$ cat config.mk
export PLATFORM = sky130hd
export DESIGN_NAME = vcb_bank
export DESIGN_NICKNAME = d
export VERILOG_FILES = /design/src/vcb_pkg.sv /design/src/vcb_hold_timer.sv /design/src/vcb_bank.sv
export SDC_FILE = /design/constraint.sdc
export NUM_CORES = 1
export LEC_CHECK = 0
export BUFFER_PORTS_ARGS = -buffer_cell sky130_fd_sc_hd__buf_4
export CORE_MARGIN = 2
export CORE_UTILIZATION = 50
export CTS_BUF_LIST = sky130_fd_sc_hd__clkbuf_8
export CTS_CLUSTER_DIAMETER = 150
export DETAILED_ROUTE_END_ITERATION = 7
export GPL_ROUTABILITY_DRIVEN = 0
export MAX_ROUTING_LAYER = met4
export PLACE_DENSITY = 0.8
export SETUP_SLACK_MARGIN = 0.02
export SLEW_MARGIN = 15
export SYNTH_ARGS = -nofsm -noshare
export SYNTH_HDL_FRONTEND = slang
export SYNTH_SLANG_ARGS = --single-unit
$ cat constraint.sdc
create_clock -name CLK -period 4.45 [get_ports CLK]
set_input_delay 0.445 -clock CLK [delete_from_list [all_inputs] [get_ports CLK]]
set_output_delay 0.445 -clock CLK [all_outputs]
set_load 0.03 [all_outputs]
$ cat src/vcb_pkg.sv
// package: register map, field positions and timing for the csr control bank
package vcb_pkg;
  localparam logic [11:0] OFF_USER_PULSE_SET = 12'h7e8;
  localparam logic [11:0] OFF_USER_PULSE_CLEAR = 12'h7ec;
  localparam logic [11:0] OFF_CONFIG_RAM_HOLDER = 12'h7f0;
  localparam logic [11:0] OFF_STANDARD_BIT_CLEAR = 12'h7f4;
  localparam logic [11:0] OFF_STANDARD_BIT_SET = 12'h7f8;
  localparam logic [11:0] OFF_CONFIG_SPACE_BASE = 12'h7fc;
  localparam logic [11:0] OFF_FUNCTION_COMPARE = 12'h79c;
  localparam int USER_LSB = 24;
  localparam int HOLDER_LSB = 24;
  localparam int BIT_LOCAL_RESET = 31;
  localparam int BIT_FAIL_DRIVE = 30;
  localparam int BIT_MODULE_EN = 28;
  localparam int BIT_BUS_FAULT = 27;
  localparam int BIT_HOLDER = 26;
  localparam int BASE_LSB = 27;
  localparam int CMP_LSB = 8;
  localparam int AM_LSB = 2;
  localparam int BIT_DYN_READ = 1;
  localparam int BIT_EXT_MOD = 0;
  localparam logic [7:0] HOLDER_RESET = 8'h00;
  localparam logic [31:0] REG_RESET = 32'h0000_0000;
  localparam int CLK_PERIOD_NS = 10;
  localparam int LOCAL_RESET_MIN_MS = 200;
  localparam int LOCAL_RESET_CYCLES =
    (LOCAL_RESET_MIN_MS * 1000000 + CLK_PERIOD_NS - 1) / CLK_PERIOD_NS;

  typedef struct packed {
    logic wr;
    logic rd;
    logic [11:0] addr;
    logic [31:0] wdata;
  } vcb_req_t;
endpackage : vcb_pkg

$ cat src/vcb_hold_timer.sv
// minimum-hold timer for the local reset output
`timescale 1ns/1ns
module vcb_hold_timer #(
  parameter int CYCLES = 20000000
) (
  input wire logic clk,
  input wire logic resetn,
  input wire logic start,
  output logic done
);
  if (CYCLES < 2) begin : g_bad_cycles
    $error("hold timer needs at least two cycles");
  end
  localparam int W = $clog2(CYCLES + 1);
  logic [W-1:0] cnt_q;

  // reloads on start, counts down to zero; done while zero and start is low
  always_ff @(posedge clk or negedge resetn) begin
    if (!resetn) begin
      cnt_q <= '0;
    end else if (start) begin
      cnt_q <= W'(CYCLES - 1);
    end else if (cnt_q != '0) begin
      cnt_q <= cnt_q - 1'b1;
    end
  end
  assign done = (cnt_q == '0) && !start;
endmodule : vcb_hold_timer

$ cat src/vcb_bank.sv
// csr control bank: set/clear bits, holder semaphore, base and compare regs
`timescale 1ns/1ns
//
// Overview of operation
// - dyn read write latches mask into shadow
// - dyn read set: compare reads show shadow
// - no dynamic sizing: dyn read bit ignored; write loads compare bits
// - extended modifier bit reads zero, read-only
// - fixed address flag freezes compare bits
// - user set write pulses set event; reads status
// - user clear write pulses clear event; reads status
// - holder field writable only while zero
// - holder release bit zeroes holder; reads owned
// - holder taken bit read-only, shows owned
// - set/clear bit 31 drives local reset
// - local reset held at least 200 ms
// - set/clear bit 30 drives fail line
// - set/clear bit 28 enables slave windows
// - bus fault bit set by BERR, set/clear
// - base field loads from geographic pins on the first clock after reset
// - board selected when base equals address 23:19
module vcb_bank
  import vcb_pkg::*;
#(
  parameter int HOLD_CYCLES = LOCAL_RESET_CYCLES,
  parameter bit DYN_SIZING = 1'b1
) (
  input wire logic CLK,
  input wire logic RESETN,
  input wire vcb_pkg::vcb_req_t REQ,
  output logic [31:0] RDATA,
  input wire logic [7:0] USER_STATUS,
  output logic [7:0] USER_SET_EVENT,
  output logic [7:0] USER_CLEAR_EVENT,
  input wire logic [4:0] GEO_ADDR_N,
  input wire logic [31:8] SLAVE_WINDOW_MASK,
  input wire logic FIXED_ADDRESS_FLAG,
  input wire logic BERR_DRIVEN,
  input wire logic [23:19] BACKPLANE_ADDRESS_LINES,
  output logic LOCAL_RESET_N,
  output logic FAIL_LINE_DRIVE_OUT,
  output logic MODULE_ENABLED,
  output logic BOARD_SELECTED
);
  import vcb_pkg::*;

  if (HOLD_CYCLES < 2) begin : g_bad_hold
    $error("HOLD_CYCLES must be at least 2");
  end

  function automatic logic hit(input vcb_req_t r, input logic [11:0] off);
    hit = r.wr && (r.addr == off);
  endfunction : hit

  logic w_uset, w_uclr, w_hold, w_bclr, w_bset, w_base, w_cmp;
  assign w_uset = hit(REQ, OFF_USER_PULSE_SET);
  assign w_uclr = hit(REQ, OFF_USER_PULSE_CLEAR);
  assign w_hold = hit(REQ, OFF_CONFIG_RAM_HOLDER);
  assign w_bclr = hit(REQ, OFF_STANDARD_BIT_CLEAR);
  assign w_bset = hit(REQ, OFF_STANDARD_BIT_SET);
  assign w_base = hit(REQ, OFF_CONFIG_SPACE_BASE);
  assign w_cmp = hit(REQ, OFF_FUNCTION_COMPARE);

  ////////////////////////////////////////////////////////////////////////////
  // user pulse registers
  always_ff @(posedge CLK or negedge RESETN) begin
    if (!RESETN) begin
      USER_SET_EVENT <= 8'h00;
      USER_CLEAR_EVENT <= 8'h00;
    end else begin
      USER_SET_EVENT <= w_uset ? REQ.wdata[31:24] : 8'h00;
      USER_CLEAR_EVENT <= w_uclr ? REQ.wdata[31:24] : 8'h00;
    end
  end
  a_user_set_pulse: assert property (
    @(posedge CLK) disable iff (!RESETN)
    w_uset |=> USER_SET_EVENT == $past(REQ.wdata[31:24]))
    else $error("user set event does not match write");
  a_user_clr_once: assert property (
    @(posedge CLK) disable iff (!RESETN)
    !w_uclr |=> USER_CLEAR_EVENT == 8'h00)
    else $error("user clear event without write");

  ////////////////////////////////////////////////////////////////////////////
  // holder semaphore
  logic [7:0] holder_q;
  logic owned;
  assign owned = holder_q != 8'h00;
  always_ff @(posedge CLK or negedge RESETN) begin
    if (!RESETN) begin
      holder_q <= HOLDER_RESET;
    end else if (w_bclr && REQ.wdata[BIT_HOLDER]) begin
      holder_q <= 8'h00;
    end else if (w_hold && !owned) begin
      holder_q <= REQ.wdata[31:24];
    end
  end
  a_holder_locked: assert property (
    @(posedge CLK) disable iff (!RESETN)
    owned && !(w_bclr && REQ.wdata[BIT_HOLDER]) |=> $stable(holder_q))
    else $error("holder changed while owned");
  a_holder_release: assert property (
    @(posedge CLK) disable iff (!RESETN)
    w_bclr && REQ.wdata[BIT_HOLDER] |=> holder_q == 8'h00)
    else $error("holder not released");

  ////////////////////////////////////////////////////////////////////////////
  // local reset with minimum hold
  logic lreset_n_q, lreset_q, hold_done;
  logic lreset_start;
  assign lreset_q = !lreset_n_q;
  assign lreset_start = w_bset && REQ.wdata[BIT_LOCAL_RESET] && !lreset_q;
  vcb_hold_timer #(.CYCLES(HOLD_CYCLES)) u_hold (
    .clk(CLK),
    .resetn(RESETN),
    .start(lreset_start),
    .done(hold_done)
  );
  // a release request before the hold time expires is dropped
  always_ff @(posedge CLK or negedge RESETN) begin
    if (!RESETN) begin
      lreset_n_q <= 1'b1;
    end else if (w_bset && REQ.wdata[BIT_LOCAL_RESET]) begin
      lreset_n_q <= 1'b0;
    end else if (w_bclr && REQ.wdata[BIT_LOCAL_RESET] && hold_done) begin
      lreset_n_q <= 1'b1;
    end
  end
  assign LOCAL_RESET_N = lreset_n_q;

  // cycles the local reset has stood, saturating at the hold time
  int lreset_age_q;
  always_ff @(posedge CLK or negedge RESETN) begin
    if (!RESETN) begin
      lreset_age_q <= 0;
    end else if (!lreset_q) begin
      lreset_age_q <= 0;
    end else if (lreset_age_q < HOLD_CYCLES) begin
      lreset_age_q <= lreset_age_q + 1;
    end
  end
  a_reset_drive: assert property (
    @(posedge CLK) disable iff (!RESETN)
    w_bset && REQ.wdata[BIT_LOCAL_RESET] |=> !LOCAL_RESET_N)
    else $error("local reset not asserted");
  a_reset_hold_min: assert property (
    @(posedge CLK) disable iff (!RESETN)
    $rose(LOCAL_RESET_N) |-> lreset_age_q >= HOLD_CYCLES)
    else $error("local reset released too early");

  ////////////////////////////////////////////////////////////////////////////
  // fail drive, module enable, bus fault
  logic fail_q, modeb_q, fault_q;
  always_ff @(posedge CLK or negedge RESETN) begin
    if (!RESETN) begin
      fail_q <= 1'b0;
    end else if (w_bset && REQ.wdata[BIT_FAIL_DRIVE]) begin
      fail_q <= 1'b1;
    end else if (w_bclr && REQ.wdata[BIT_FAIL_DRIVE]) begin
      fail_q <= 1'b0;
    end
  end
  assign FAIL_LINE_DRIVE_OUT = fail_q;

  always_ff @(posedge CLK or negedge RESETN) begin
    if (!RESETN) begin
      modeb_q <= 1'b0;
    end else if (w_bset && REQ.wdata[BIT_MODULE_EN]) begin
      modeb_q <= 1'b1;
    end else if (w_bclr && REQ.wdata[BIT_MODULE_EN]) begin
      modeb_q <= 1'b0;
    end
  end
  assign MODULE_ENABLED = modeb_q;

  // hardware set wins over a software clear in the same cycle
  always_ff @(posedge CLK or negedge RESETN) begin
    if (!RESETN) begin
      fault_q <= 1'b0;
    end else if (BERR_DRIVEN || (w_bset && REQ.wdata[BIT_BUS_FAULT])) begin
      fault_q <= 1'b1;
    end else if (w_bclr && REQ.wdata[BIT_BUS_FAULT]) begin
      fault_q <= 1'b0;
    end
  end
  a_fault_sticky: assert property (
    @(posedge CLK) disable iff (!RESETN)
    BERR_DRIVEN |=> fault_q)
    else $error("bus fault not captured");

  ////////////////////////////////////////////////////////////////////////////
  // base register and board select
  logic [4:0] base_q;
  logic base_loaded_q;
  always_ff @(posedge CLK or negedge RESETN) begin
    if (!RESETN) begin
      base_q <= 5'h00;
      base_loaded_q <= 1'b0;
    end else begin
      base_loaded_q <= 1'b1;
      if (!base_loaded_q) begin
        base_q <= ~GEO_ADDR_N;
      end else if (w_base) begin
        base_q <= REQ.wdata[31:27];
      end
    end
  end
  always_ff @(posedge CLK or negedge RESETN) begin
    if (!RESETN) begin
      BOARD_SELECTED <= 1'b0;
    end else begin
      BOARD_SELECTED <= base_loaded_q &&
                        (BACKPLANE_ADDRESS_LINES == base_q);
    end
  end
  a_board_match: assert property (
    @(posedge CLK) disable iff (!RESETN)
    base_loaded_q && BACKPLANE_ADDRESS_LINES == base_q |=> BOARD_SELECTED)
    else $error("board select missed");

  ////////////////////////////////////////////////////////////////////////////
  // function compare register with mask shadow
  logic [31:8] cmp_q, shadow_q;
  logic dyn_q;
  always_ff @(posedge CLK or negedge RESETN) begin
    if (!RESETN) begin
      cmp_q <= REG_RESET[31:8];
    end else if (w_cmp && !FIXED_ADDRESS_FLAG &&
                 !(DYN_SIZING && REQ.wdata[BIT_DYN_READ])) begin
      // a mask latch write leaves the stored compare bits alone
      cmp_q <= REQ.wdata[31:8];
    end
  end
  a_fixed_freeze: assert property (
    @(posedge CLK) disable iff (!RESETN)
    FIXED_ADDRESS_FLAG |=> $stable(cmp_q))
    else $error("compare changed while fixed");
  a_dyn_keeps_cmp: assert property (
    @(posedge CLK) disable iff (!RESETN)
    w_cmp && DYN_SIZING && REQ.wdata[BIT_DYN_READ] |=>
      $stable(cmp_q) && shadow_q == $past(SLAVE_WINDOW_MASK))
    else $error("mask latch disturbed compare bits");
  always_ff @(posedge CLK or negedge RESETN) begin
    if (!RESETN) begin
      dyn_q <= 1'b0;
      shadow_q <= REG_RESET[31:8];
    end else if (w_cmp && DYN_SIZING) begin
      dyn_q <= REQ.wdata[BIT_DYN_READ];
      if (REQ.wdata[BIT_DYN_READ]) begin
        shadow_q <= SLAVE_WINDOW_MASK;
      end
    end
  end
  a_no_dyn_latch: assert property (
    @(posedge CLK) disable iff (!RESETN)
    !DYN_SIZING |=> !dyn_q && $stable(shadow_q))
    else $error("shadow latched without dynamic sizing");

  ////////////////////////////////////////////////////////////////////////////
  // read mux, registered; unmapped and reserved bits read zero
  logic [31:0] rd_d;
  always_comb begin
    rd_d = 32'h0000_0000;
    case (REQ.addr)
      OFF_USER_PULSE_SET, OFF_USER_PULSE_CLEAR: begin
        rd_d[31:24] = USER_STATUS;
      end
      OFF_CONFIG_RAM_HOLDER: begin
        rd_d[31:24] = holder_q;
      end
      OFF_STANDARD_BIT_CLEAR, OFF_STANDARD_BIT_SET: begin
        rd_d[BIT_LOCAL_RESET] = lreset_q;
        rd_d[BIT_FAIL_DRIVE] = fail_q;
        rd_d[BIT_MODULE_EN] = modeb_q;
        rd_d[BIT_BUS_FAULT] = fault_q;
        rd_d[BIT_HOLDER] = owned;
      end
      OFF_CONFIG_SPACE_BASE: begin
        rd_d[31:27] = base_q;
      end
      OFF_FUNCTION_COMPARE: begin
        rd_d[31:8] = dyn_q ? shadow_q : cmp_q;
        rd_d[BIT_DYN_READ] = dyn_q;
        rd_d[BIT_EXT_MOD] = 1'b0;
      end
      default: begin
        rd_d = 32'h0000_0000;
      end
    endcase
  end
  always_ff @(posedge CLK or negedge RESETN) begin
    if (!RESETN) begin
      RDATA <= 32'h0000_0000;
    end else if (REQ.rd) begin
      RDATA <= rd_d;
    end
  end

endmodule : vcb_bank

# Word-level counts from Yosys, hierarchy flattened
# Cells that the tools add are included.
[word_totals] out_inout_bits=52 input_bits=92 reg_bits=135 wordCells=91
[op_classes] n_reduce_logical=41 add_sub_neg=1 eq_ne=9 n_bitwise=1 n_mux=24
[ops] operator="$eq 12x11->1 const B" count=7
[ops] operator="$mux 25" count=2
[ops] operator="$mux 8" count=4
[ops] operator="$logic_not 25->1" count=1
[ops] operator="$reduce_bool 25->1" count=1
[ops] operator="$sub 25x1->25 const B" count=1
[ops] operator="$mux 24" count=1
[ops] operator="$logic_and 1x1->1" count=23
[ops] operator="$pmux 2 s5" count=2
[ops] operator="$mux 16" count=1
[ops] operator="$reduce_bool 2->1" count=6
[ops] operator="$mux 5" count=2
[ops] operator="$mux 1" count=8
[ops] operator="$pmux 1 s4" count=2
[ops] operator="$reduce_bool 8->1" count=1
[ops] operator="$pmux 2 s3" count=1
[ops] operator="$eq 5x5->1" count=1
[ops] operator="$logic_not 1->1" count=5
[ops] operator="$not 5->5" count=1
[ops] operator="$reduce_or 2->1" count=2
[ops] operator="$mux 2" count=1
[ops] operator="$ne 2x2->1 const B" count=1
[ops] operator="$reduce_and 2->1" count=1
[ops] operator="$logic_or 1x1->1" count=1

# Logic depth before layout (Yosys ltp)
# Gate-level depths: netlist of the first run.
[logic_depth] depth_word=9 depth_mapped=8 depth_no_buf=7

# Hierarchy
# A second synthesis of the first run with hierarchy kept.
[unflattened] hier_cells=560 area_unflattened_um2=6586.3
[by_module_without_submodules] mod="vcb_bank" seq_area_each_um2=2728.9 n_inst=1 cells_per_inst=406 area_each_um2=5101.1
[by_module_without_submodules] mod="vcb_hold_timer" seq_area_each_um2=625.6 n_inst=1 cells_per_inst=154 area_each_um2=1485.2

# Worst setup path after synthesis of the first run
# Ideal clock, no wire load.
[synth_path] kind="input -> register" startpoint="in REQ[33] (netlist bit)" endpoint="reg cmp_q[12] (netlist bit)" arrival_time_ns=2.335 setup_slack_ns=1.990 setup_time_ns=0.125 path_stages=8 n_path_buf=3 required_time_ns=4.325 cell_sequence="or3b_1 buf_2 nor4_4 nand2_1 or3_1 buf_2 buf_6 mux2_4"
[synth_via] elab_chain_len=4
[synth_rtl] element="start: declaration" line="vcb_bank.sv:30" source="input wire vcb_pkg::vcb_req_t REQ,"
[synth_rtl] element="$eq 12x11->1" line="vcb_bank.sv:52" source="hit = r.wr && (r.addr == off);"
[synth_rtl] element="$logic_and 1x1->1" line="vcb_bank.sv:52"
[synth_rtl] element="$logic_and 1x1->1 (2 in series)" line="vcb_bank.sv:228" source="end else if (w_cmp && !FIXED_ADDRESS_FLAG &&"
[synth_rtl] element="end signal: assignment" line="vcb_bank.sv:227" source="cmp_q <= REG_RESET[31:8];"
[synth_rtl] element="end signal: assignment" line="vcb_bank.sv:231" source="cmp_q <= REQ.wdata[31:8];"
[synth_rtl] element="end: declaration" line="vcb_bank.sv:223" source="logic [31:8] cmp_q, shadow_q;"
# Every way passes these cells.
# A chain may end at the register's enable or synchronous reset.

# Final worst setup path of the first run
[layout_path] startpoint="reg u_hold.cnt_q[13]" endpoint="reg u_hold.cnt_q[21]"
[layout_via] elab_chain_len=3 word_cells_on_any_way=5
[layout_rtl] element="start: declaration" line="vcb_hold_timer.sv:15" source="logic [W-1:0] cnt_q;"
[layout_rtl] element="start signal: assignment" line="vcb_hold_timer.sv:22" source="cnt_q <= W'(CYCLES - 1);"
[layout_rtl] element="start signal: assignment" line="vcb_hold_timer.sv:24" source="cnt_q <= cnt_q - 1'b1;"
[layout_rtl] element="$sub 25x1->25" line="vcb_hold_timer.sv:24"
[layout_rtl] element="$mux 25" line="vcb_hold_timer.sv:23" source="end else if (cnt_q != '0) begin"
[layout_rtl] element="$mux 25" line="vcb_hold_timer.sv:21" source="end else if (start) begin"
# Parallel ways exist; a longest one is shown, timed or not. The select of a mux whose other input is x is not followed.

==> results of run 1 <==
## through the flow
step | hold WS (ps) | instances | worst slack, ps | cell area [um^2]
6_report | 94.67 | 864 | 1704 | 7802
5_1_grt | 138.6 | 864 | 1425 | 7802
4_1_cts | 109.8 | 864 | 1692 | 7802
3_5_place_dp | 491.5 | 835 | 1341 | 7428
3_3_place_gp | 482.1 | 835 | 1413 | 7428
2_1_floorplan | 149.4 | 560 | 1990 | 6364
## how the worst max path moves through the flow
stage	from	endpoint	slack, ps
after CTS	u_hold.cnt_q[13]	u_hold.cnt_q[21]	1690
after detailed placement	REQ[33]	shadow_q[10]	1340
final	u_hold.cnt_q[13]	u_hold.cnt_q[21]	1700
after floorplan	REQ[33]	cmp_q[12]	1990
after global placement	REQ[33]	shadow_q[19]	1410
after global routing	u_hold.cnt_q[13]	u_hold.cnt_q[21]	1420
## sequential cells by signal, summed over array words and instances, names as in the netlist, 5 cells and up
signal	cells
RDATA	25
u_hold.cnt_q	25
cmp_q	24
shadow_q	24
USER_CLEAR_EVENT	8
USER_SET_EVENT	8
holder_q	8
base_q	5
## power breakdown
| group | switching [mW] | internal [mW] | total (mW) | leakage [nW] |
|---|---|---|---|---|
| Sequential | 0.00947 | 1.23 | 1.24 | 1.74 |
| Combinational | 0.0857 | 0.0689 | 0.155 | 1.77 |
| Clock | 0.436 | 0.538 | 0.975 | 0.208 |
| Total | 0.531 | 1.83 | 2.37 | 3.71 |
## cells by family after synthesis
family | synth area share
and+or+nand+nor | 0.1506
DFF | 0.5290
muxes | 0.1717
AOI/OAI and AO/OA | 0.09097
buffers and inverters | 0.03887
xor gates and xnor gates | 0.01381
adders and majority gates | 0.003946
other | 0.001184
## routing by layer
layer	GRT usage	vias to the layer above	wire (um)
li1	-	2231	-
met3	0.06642	32	944
met2	0.3950	194	8039
met5	-	-	0
met1	0.3180	2448	6467
met4	0.08706	0	329
## cells in the mapped netlist (all sizes together), types with 2 or more instances
| library cell | n |
|---|---|
| a211o | 2 |
| a21oi | 10 |
| a22o | 10 |
| a22oi | 5 |
| a31oi | 9 |
| and2 | 22 |
| and3 | 6 |
| buf | 14 |
| clkbuf | 18 |
| conb | 2 |
| dfrtp | 133 |
| ha | 2 |
| inv | 22 |
| mux2 | 74 |
| mux2i | 18 |
| nand2 | 24 |
| nand2b | 3 |
| nand3 | 30 |
| nand3b | 2 |
| nand4 | 5 |
| nand4b | 3 |
| nor2 | 25 |
| nor2b | 5 |
| nor3 | 16 |
| nor4 | 11 |
| o211ai | 9 |
| o21ai | 30 |
| o41ai | 2 |
| or2 | 2 |
| or3 | 9 |
| or3b | 3 |
| or4 | 4 |
| xnor2 | 5 |
| xor2 | 5 |
## cell type report
type                       count  share of cell area
clock buffer                  21             0.03704
clock inverter                 8             0.01090
inverter                      22             0.01058
multi-input combinational    372              0.3541
sequential                   134              0.4299
tap                          172             0.02758
timing repair buffer         135              0.1299
==> run metrics, run 1 <==
status finished clean; Die H 116.6 um; Power Total 2.365 mW; crit-path max cell delay 690 ps; Max Cap Viol 0; initial antenna violation count 0; DRT antenna net count 0; vias per cell 5.677; Ports 144; post-synth top area cell dfrtp_1; RSZ-0062 raised after global routing no; row count 41; critical path class flop to flop; Slew HR 0.3094; Layout Nets 776; clock-pin slew on the worst setup and hold paths 70 ps; number of remaining DRC errors 0; Critical Path AT 3050 ps; Worst VDD drop 227.6 uV; Initial DRT Pass Iterations 5; clock skew 6.875 ps; most frequent cells in the layout buf_4 (135), dfrtp_1 (133), mux2_2 (54), nand3_1 (30), o21ai_0 (29); sequential element share of the synthesized area 0.5290; final period utilization 0.6171; Clock Path Buffers 2; Mapped Area 0.006341 mm^2; first-pass GRT wire length 25320 um; average size of a mapped cell 11.45 um^2; reg2reg setup slack 1700 ps; DRT iter0 DRCs 371; ys flop type dfrtp_1; Power Dens Cells 303.2 mW/mm^2; Worst Tran Pin Value 1028 ps; post-DP HPWL 11080 um; Filler Cell Count 1016; post-synthesis cell type count 58; worst r2r src u_hold.cnt_q[13]; final core occ 0.6234; CP bufs+invs 0; pin count of the biggest net entering global routing 62; critical path endpoint category flop; Seq cells post-synth 134; clock sink total 134; Cells after Synth 554; Seq. cell area 0.003354 mm^2; leak pwr 3.712 nW; via count 4905; number of synthesized flops with an enable pin 0; core area 0.01252 mm^2; layout cells sized above 1 0.3497; fin. max-slew vios 0; Overflow after GRT 0; R2R cell count 5; chip width 116.6 um; endpoints failing setup 0; Req. time, crit path 4750 ps; RR Endpoint u_hold.cnt_q[21]; Yosys top cell area share 0.5249; Clock Root Buffer clkbuf_8; Final Hold Viols 0; CP Depth 5; Clk Latency, worst-skew pair 430 ps; CTS tree done; Initial Util 0.5066; fmax 364.2 MHz; Worst setup SP type flop; CP Cell Sequence nor4_1 -> nand2_1 -> o41ai_2 -> nor3_1 -> or3b_2; DRT Wirelength 15780 um; Syn. warnings 0; CTS resizes 0; postcts setup bufs 0; Buffers on Ports 129; kind of cell adding the most delay to the critical path simple AND/OR/NAND/NOR gates; n_diodes 0; TritonCTS Buffers 17; Area Growth Syn to Fin 23.05%; number of H-tree levels 4; vias in the first global route 5033; CTS hold repair buffers 0; dominant cells by area after synthesis dfrtp_1 (52%), mux2_2 (9.6%), mux2_4 (4.7%); Crit Path Max Fanout 7; slowest stage cell, crit path nor4_1; area of the multi-input gates 0.002763 mm^2; fin crit period 2746 ps; Avg WL per Cell 18.27 um; Fin Setup TNS 0 ps; die area 0.01360 mm^2; most common cell after layout, fill and taps aside buf_4; Overall Global Routing Usage 0.2513; Min-Delay Path Class primary input to asynchronous set/reset pin; fraction of synthesis flops using an asynchronous set or reset pin 1.000
Power figures use the tool's default switching activity.
==> inputs of run 2 (changes only) <==
--- a/config.mk
+++ b/config.mk
@@ -13,7 +13,7 @@
 export DETAILED_ROUTE_END_ITERATION = 7
 export GPL_ROUTABILITY_DRIVEN = 0
 export MAX_ROUTING_LAYER = met4
-export PLACE_DENSITY = 0.8
+export PLACE_DENSITY = 0.83
 export SETUP_SLACK_MARGIN = 0.02
 export SLEW_MARGIN = 15
 export SYNTH_ARGS = -nofsm -noshare
==> constraint.sdc (replaced) <==
create_clock -name CLK -period 2.2 [get_ports CLK]
set_input_delay 0.22 -clock CLK [delete_from_list [all_inputs] [get_ports CLK]]
set_output_delay 0.22 -clock CLK [all_outputs]
set_load 0.03 [all_outputs]
==> run metrics, run 2 (synthesized netlist as in run 1, its figures left out) <==
first-pass GRT wire length 27160 um (+7.2%); Critical Path AT 2440 ps (-610 ps); most frequent cells in the layout buf_4 (160), dfrtp_1 (133), mux2_2 (54), dlygate4sd3_1 (47), nand3_1 (30); DRT iter0 DRCs 439 (+18%); RR Endpoint u_hold.cnt_q[6]; final period utilization 0.9480 (+0.3310); status finished clean; Min-Delay Path Class primary input to flop; fin. max-slew vios 0 (unchanged); initial antenna violation count 1 (+1); final core occ 0.6966 (+0.07327); critical path class flop to flop; vias in the first global route 5438 (+8.0%); Clock Path Buffers 2 (unchanged); critical path endpoint category flop; Overall Global Routing Usage 0.2716 (+0.02029); most common cell after layout, fill and taps aside buf_4; Initial Util 0.5066 (unchanged); Initial DRT Pass Iterations 7 (+2); layout cells sized above 1 0.3671 (+0.01734); DRT antenna net count 0 (unchanged); kind of cell adding the most delay to the critical path simple AND/OR/NAND/NOR gates; Final Hold Viols 0 (unchanged); fin crit period 2086 ps (-660.3 ps); worst r2r src u_hold.cnt_q[19]; Layout Nets 852 (+9.8%); endpoints failing setup 0 (unchanged); busiest layer in global routing met2; reg2reg setup slack 110 ps (-1590 ps); GR Util met2 0.4337 (+0.03876); CP bufs+invs 1 (+1); Fin Setup TNS 0 ps (unchanged); row count 41 (unchanged); chip width 116.6 um (unchanged); clock skew 9.665 ps (+2.790 ps); Worst VDD drop 371.6 uV (+63%); via count 5218 (+6.4%); R2R cell count 6 (+1); pin count of the biggest net entering global routing 54 (-13%); Filler Cell Count 885 (-13%); top flop regs RDATA x25, u_hold.cnt_q x25; Req. time, crit path 2550 ps (-2200 ps); Worst setup SP type flop; slowest stage cell, crit path or4_4; clock sink total 134 (unchanged); design area 0.008720 mm^2 (+12%); Worst Setup EP u_hold.cnt_q[6]; number of H-tree levels 4 (unchanged); number of remaining DRC errors 0 (unchanged); die area 0.01360 mm^2 (unchanged); fmax 479.5 MHz (+32%); Power Total 5.509 mW (+130%); Overflow after GRT 0 (unchanged); Avg WL per Cell 18.27 um (about the same); met3 Use GR 0.07161 (+0.005189); Clock Root Buffer clkbuf_8; Crit Path Max Fanout 7 (unchanged); TritonCTS Buffers 17 (unchanged); core area 0.01252 mm^2 (unchanged); Buffers on Ports 129 (unchanged); crit-path max cell delay 590 ps (-100 ps); CTS tree done; post-DP HPWL 11370 um (+2.6%); met1 usage 0.3351 (+0.01717); Power Dens Cells 631.7 mW/mm^2 (+110%); CP Cell Sequence nor4_1 -> buf_4 -> nand2_1 -> or4_4 -> and3_1 -> o21ai_0; Die H 116.6 um (unchanged); vias per cell 5.528 (-2.6%); crit path launch u_hold.cnt_q[19]; Ports 144 (unchanged); Worst Tran Pin Value 513.0 ps (-515.0 ps); Cell Area, Placed 0.007691 mm^2 (+3.5%); leak pwr 4.133 nW (+11%); CP Depth 6 (+1); clock-pin slew on the worst setup and hold paths 80 ps (about the same); DRT Wirelength 17250 um (+9.3%); Slew HR 0.6491 (+0.3398); Area Growth Syn to Fin 37.51%; Max Cap Viol 0 (unchanged); Clk Latency, worst-skew pair 440 ps (about the same); RSZ-0062 raised after global routing no
## run 2: how the worst min path moves through the flow
stage,cells after the start,from,to,slack [ps]
after floorplan,0,RESETN,BOARD_SELECTED,-80
after global placement,1,RESETN,u_hold.cnt_q[17],170
after detailed placement,1,RESETN,u_hold.cnt_q[17],170
after CTS,2,REQ[9],cmp_q[9],0.6
after global routing,2,SLAVE_WINDOW_MASK[29],shadow_q[29],2
final,2,REQ[9],cmp_q[9],30
## run 2: what timing repair did
action	CTS	global route
setup endpoints to repair	3	8
hold buffers	45	2
buffers inserted	0	1
endpoints found under the hold margin	85	2
pin swaps	0	1
resized for setup	2	5
## run 2: worst register-to-register path, cell delays in order, from the launching register on
cell     delay, ps
dfrtp_1        420
nor4_1         280
buf_4          180
nand2_1        170
or4_4          590
and3_1         200
o21ai_0        160
## run 2: metal layers
| layer | vias up | share of wire |
|---|---|---|
| li1 | 2390 | - |
| met1 | 2586 | 0.41 |
| met2 | 208 | 0.51 |
| met3 | 34 | 0.060 |
| met4 | 0 | 0.020 |
| met5 | - | 0 |
## run 2: final cells by class
type | instances | area [um^2] | area share
well taps | 172 | 215.2 | 0.02468
clock buffers | 19 | 261.5 | 0.02999
repair buffers | 211 | 1743 | 0.1999
diodes | 1 | 2.502 | 0.0002870
multi-input cells | 372 | 2810 | 0.3223
clock inverters | 13 | 250.2 | 0.02870
inverters | 22 | 82.58 | 0.009471
flip-flops and latches | 134 | 3354 | 0.3847
## run 2: report_power, final
group	internal, mW	switching [mW]
clock	1.64	0.975
sequential	2.48	0.0194
combinational	0.203	0.195
total	4.32	1.19
## run 2: through the flow
stage / setup WS (ps) / hold slack [ps] / instances
CTS: 67.84 / 0.6243 / 940
global route: 25.21 / 2.223 / 944
detailed placement: -94.91 / 174.9 / 863
finish: 114.3 / 29.53 / 944
floorplan: -34.75 / -75.59 / 560
global placement: -40.16 / 166.0 / 863
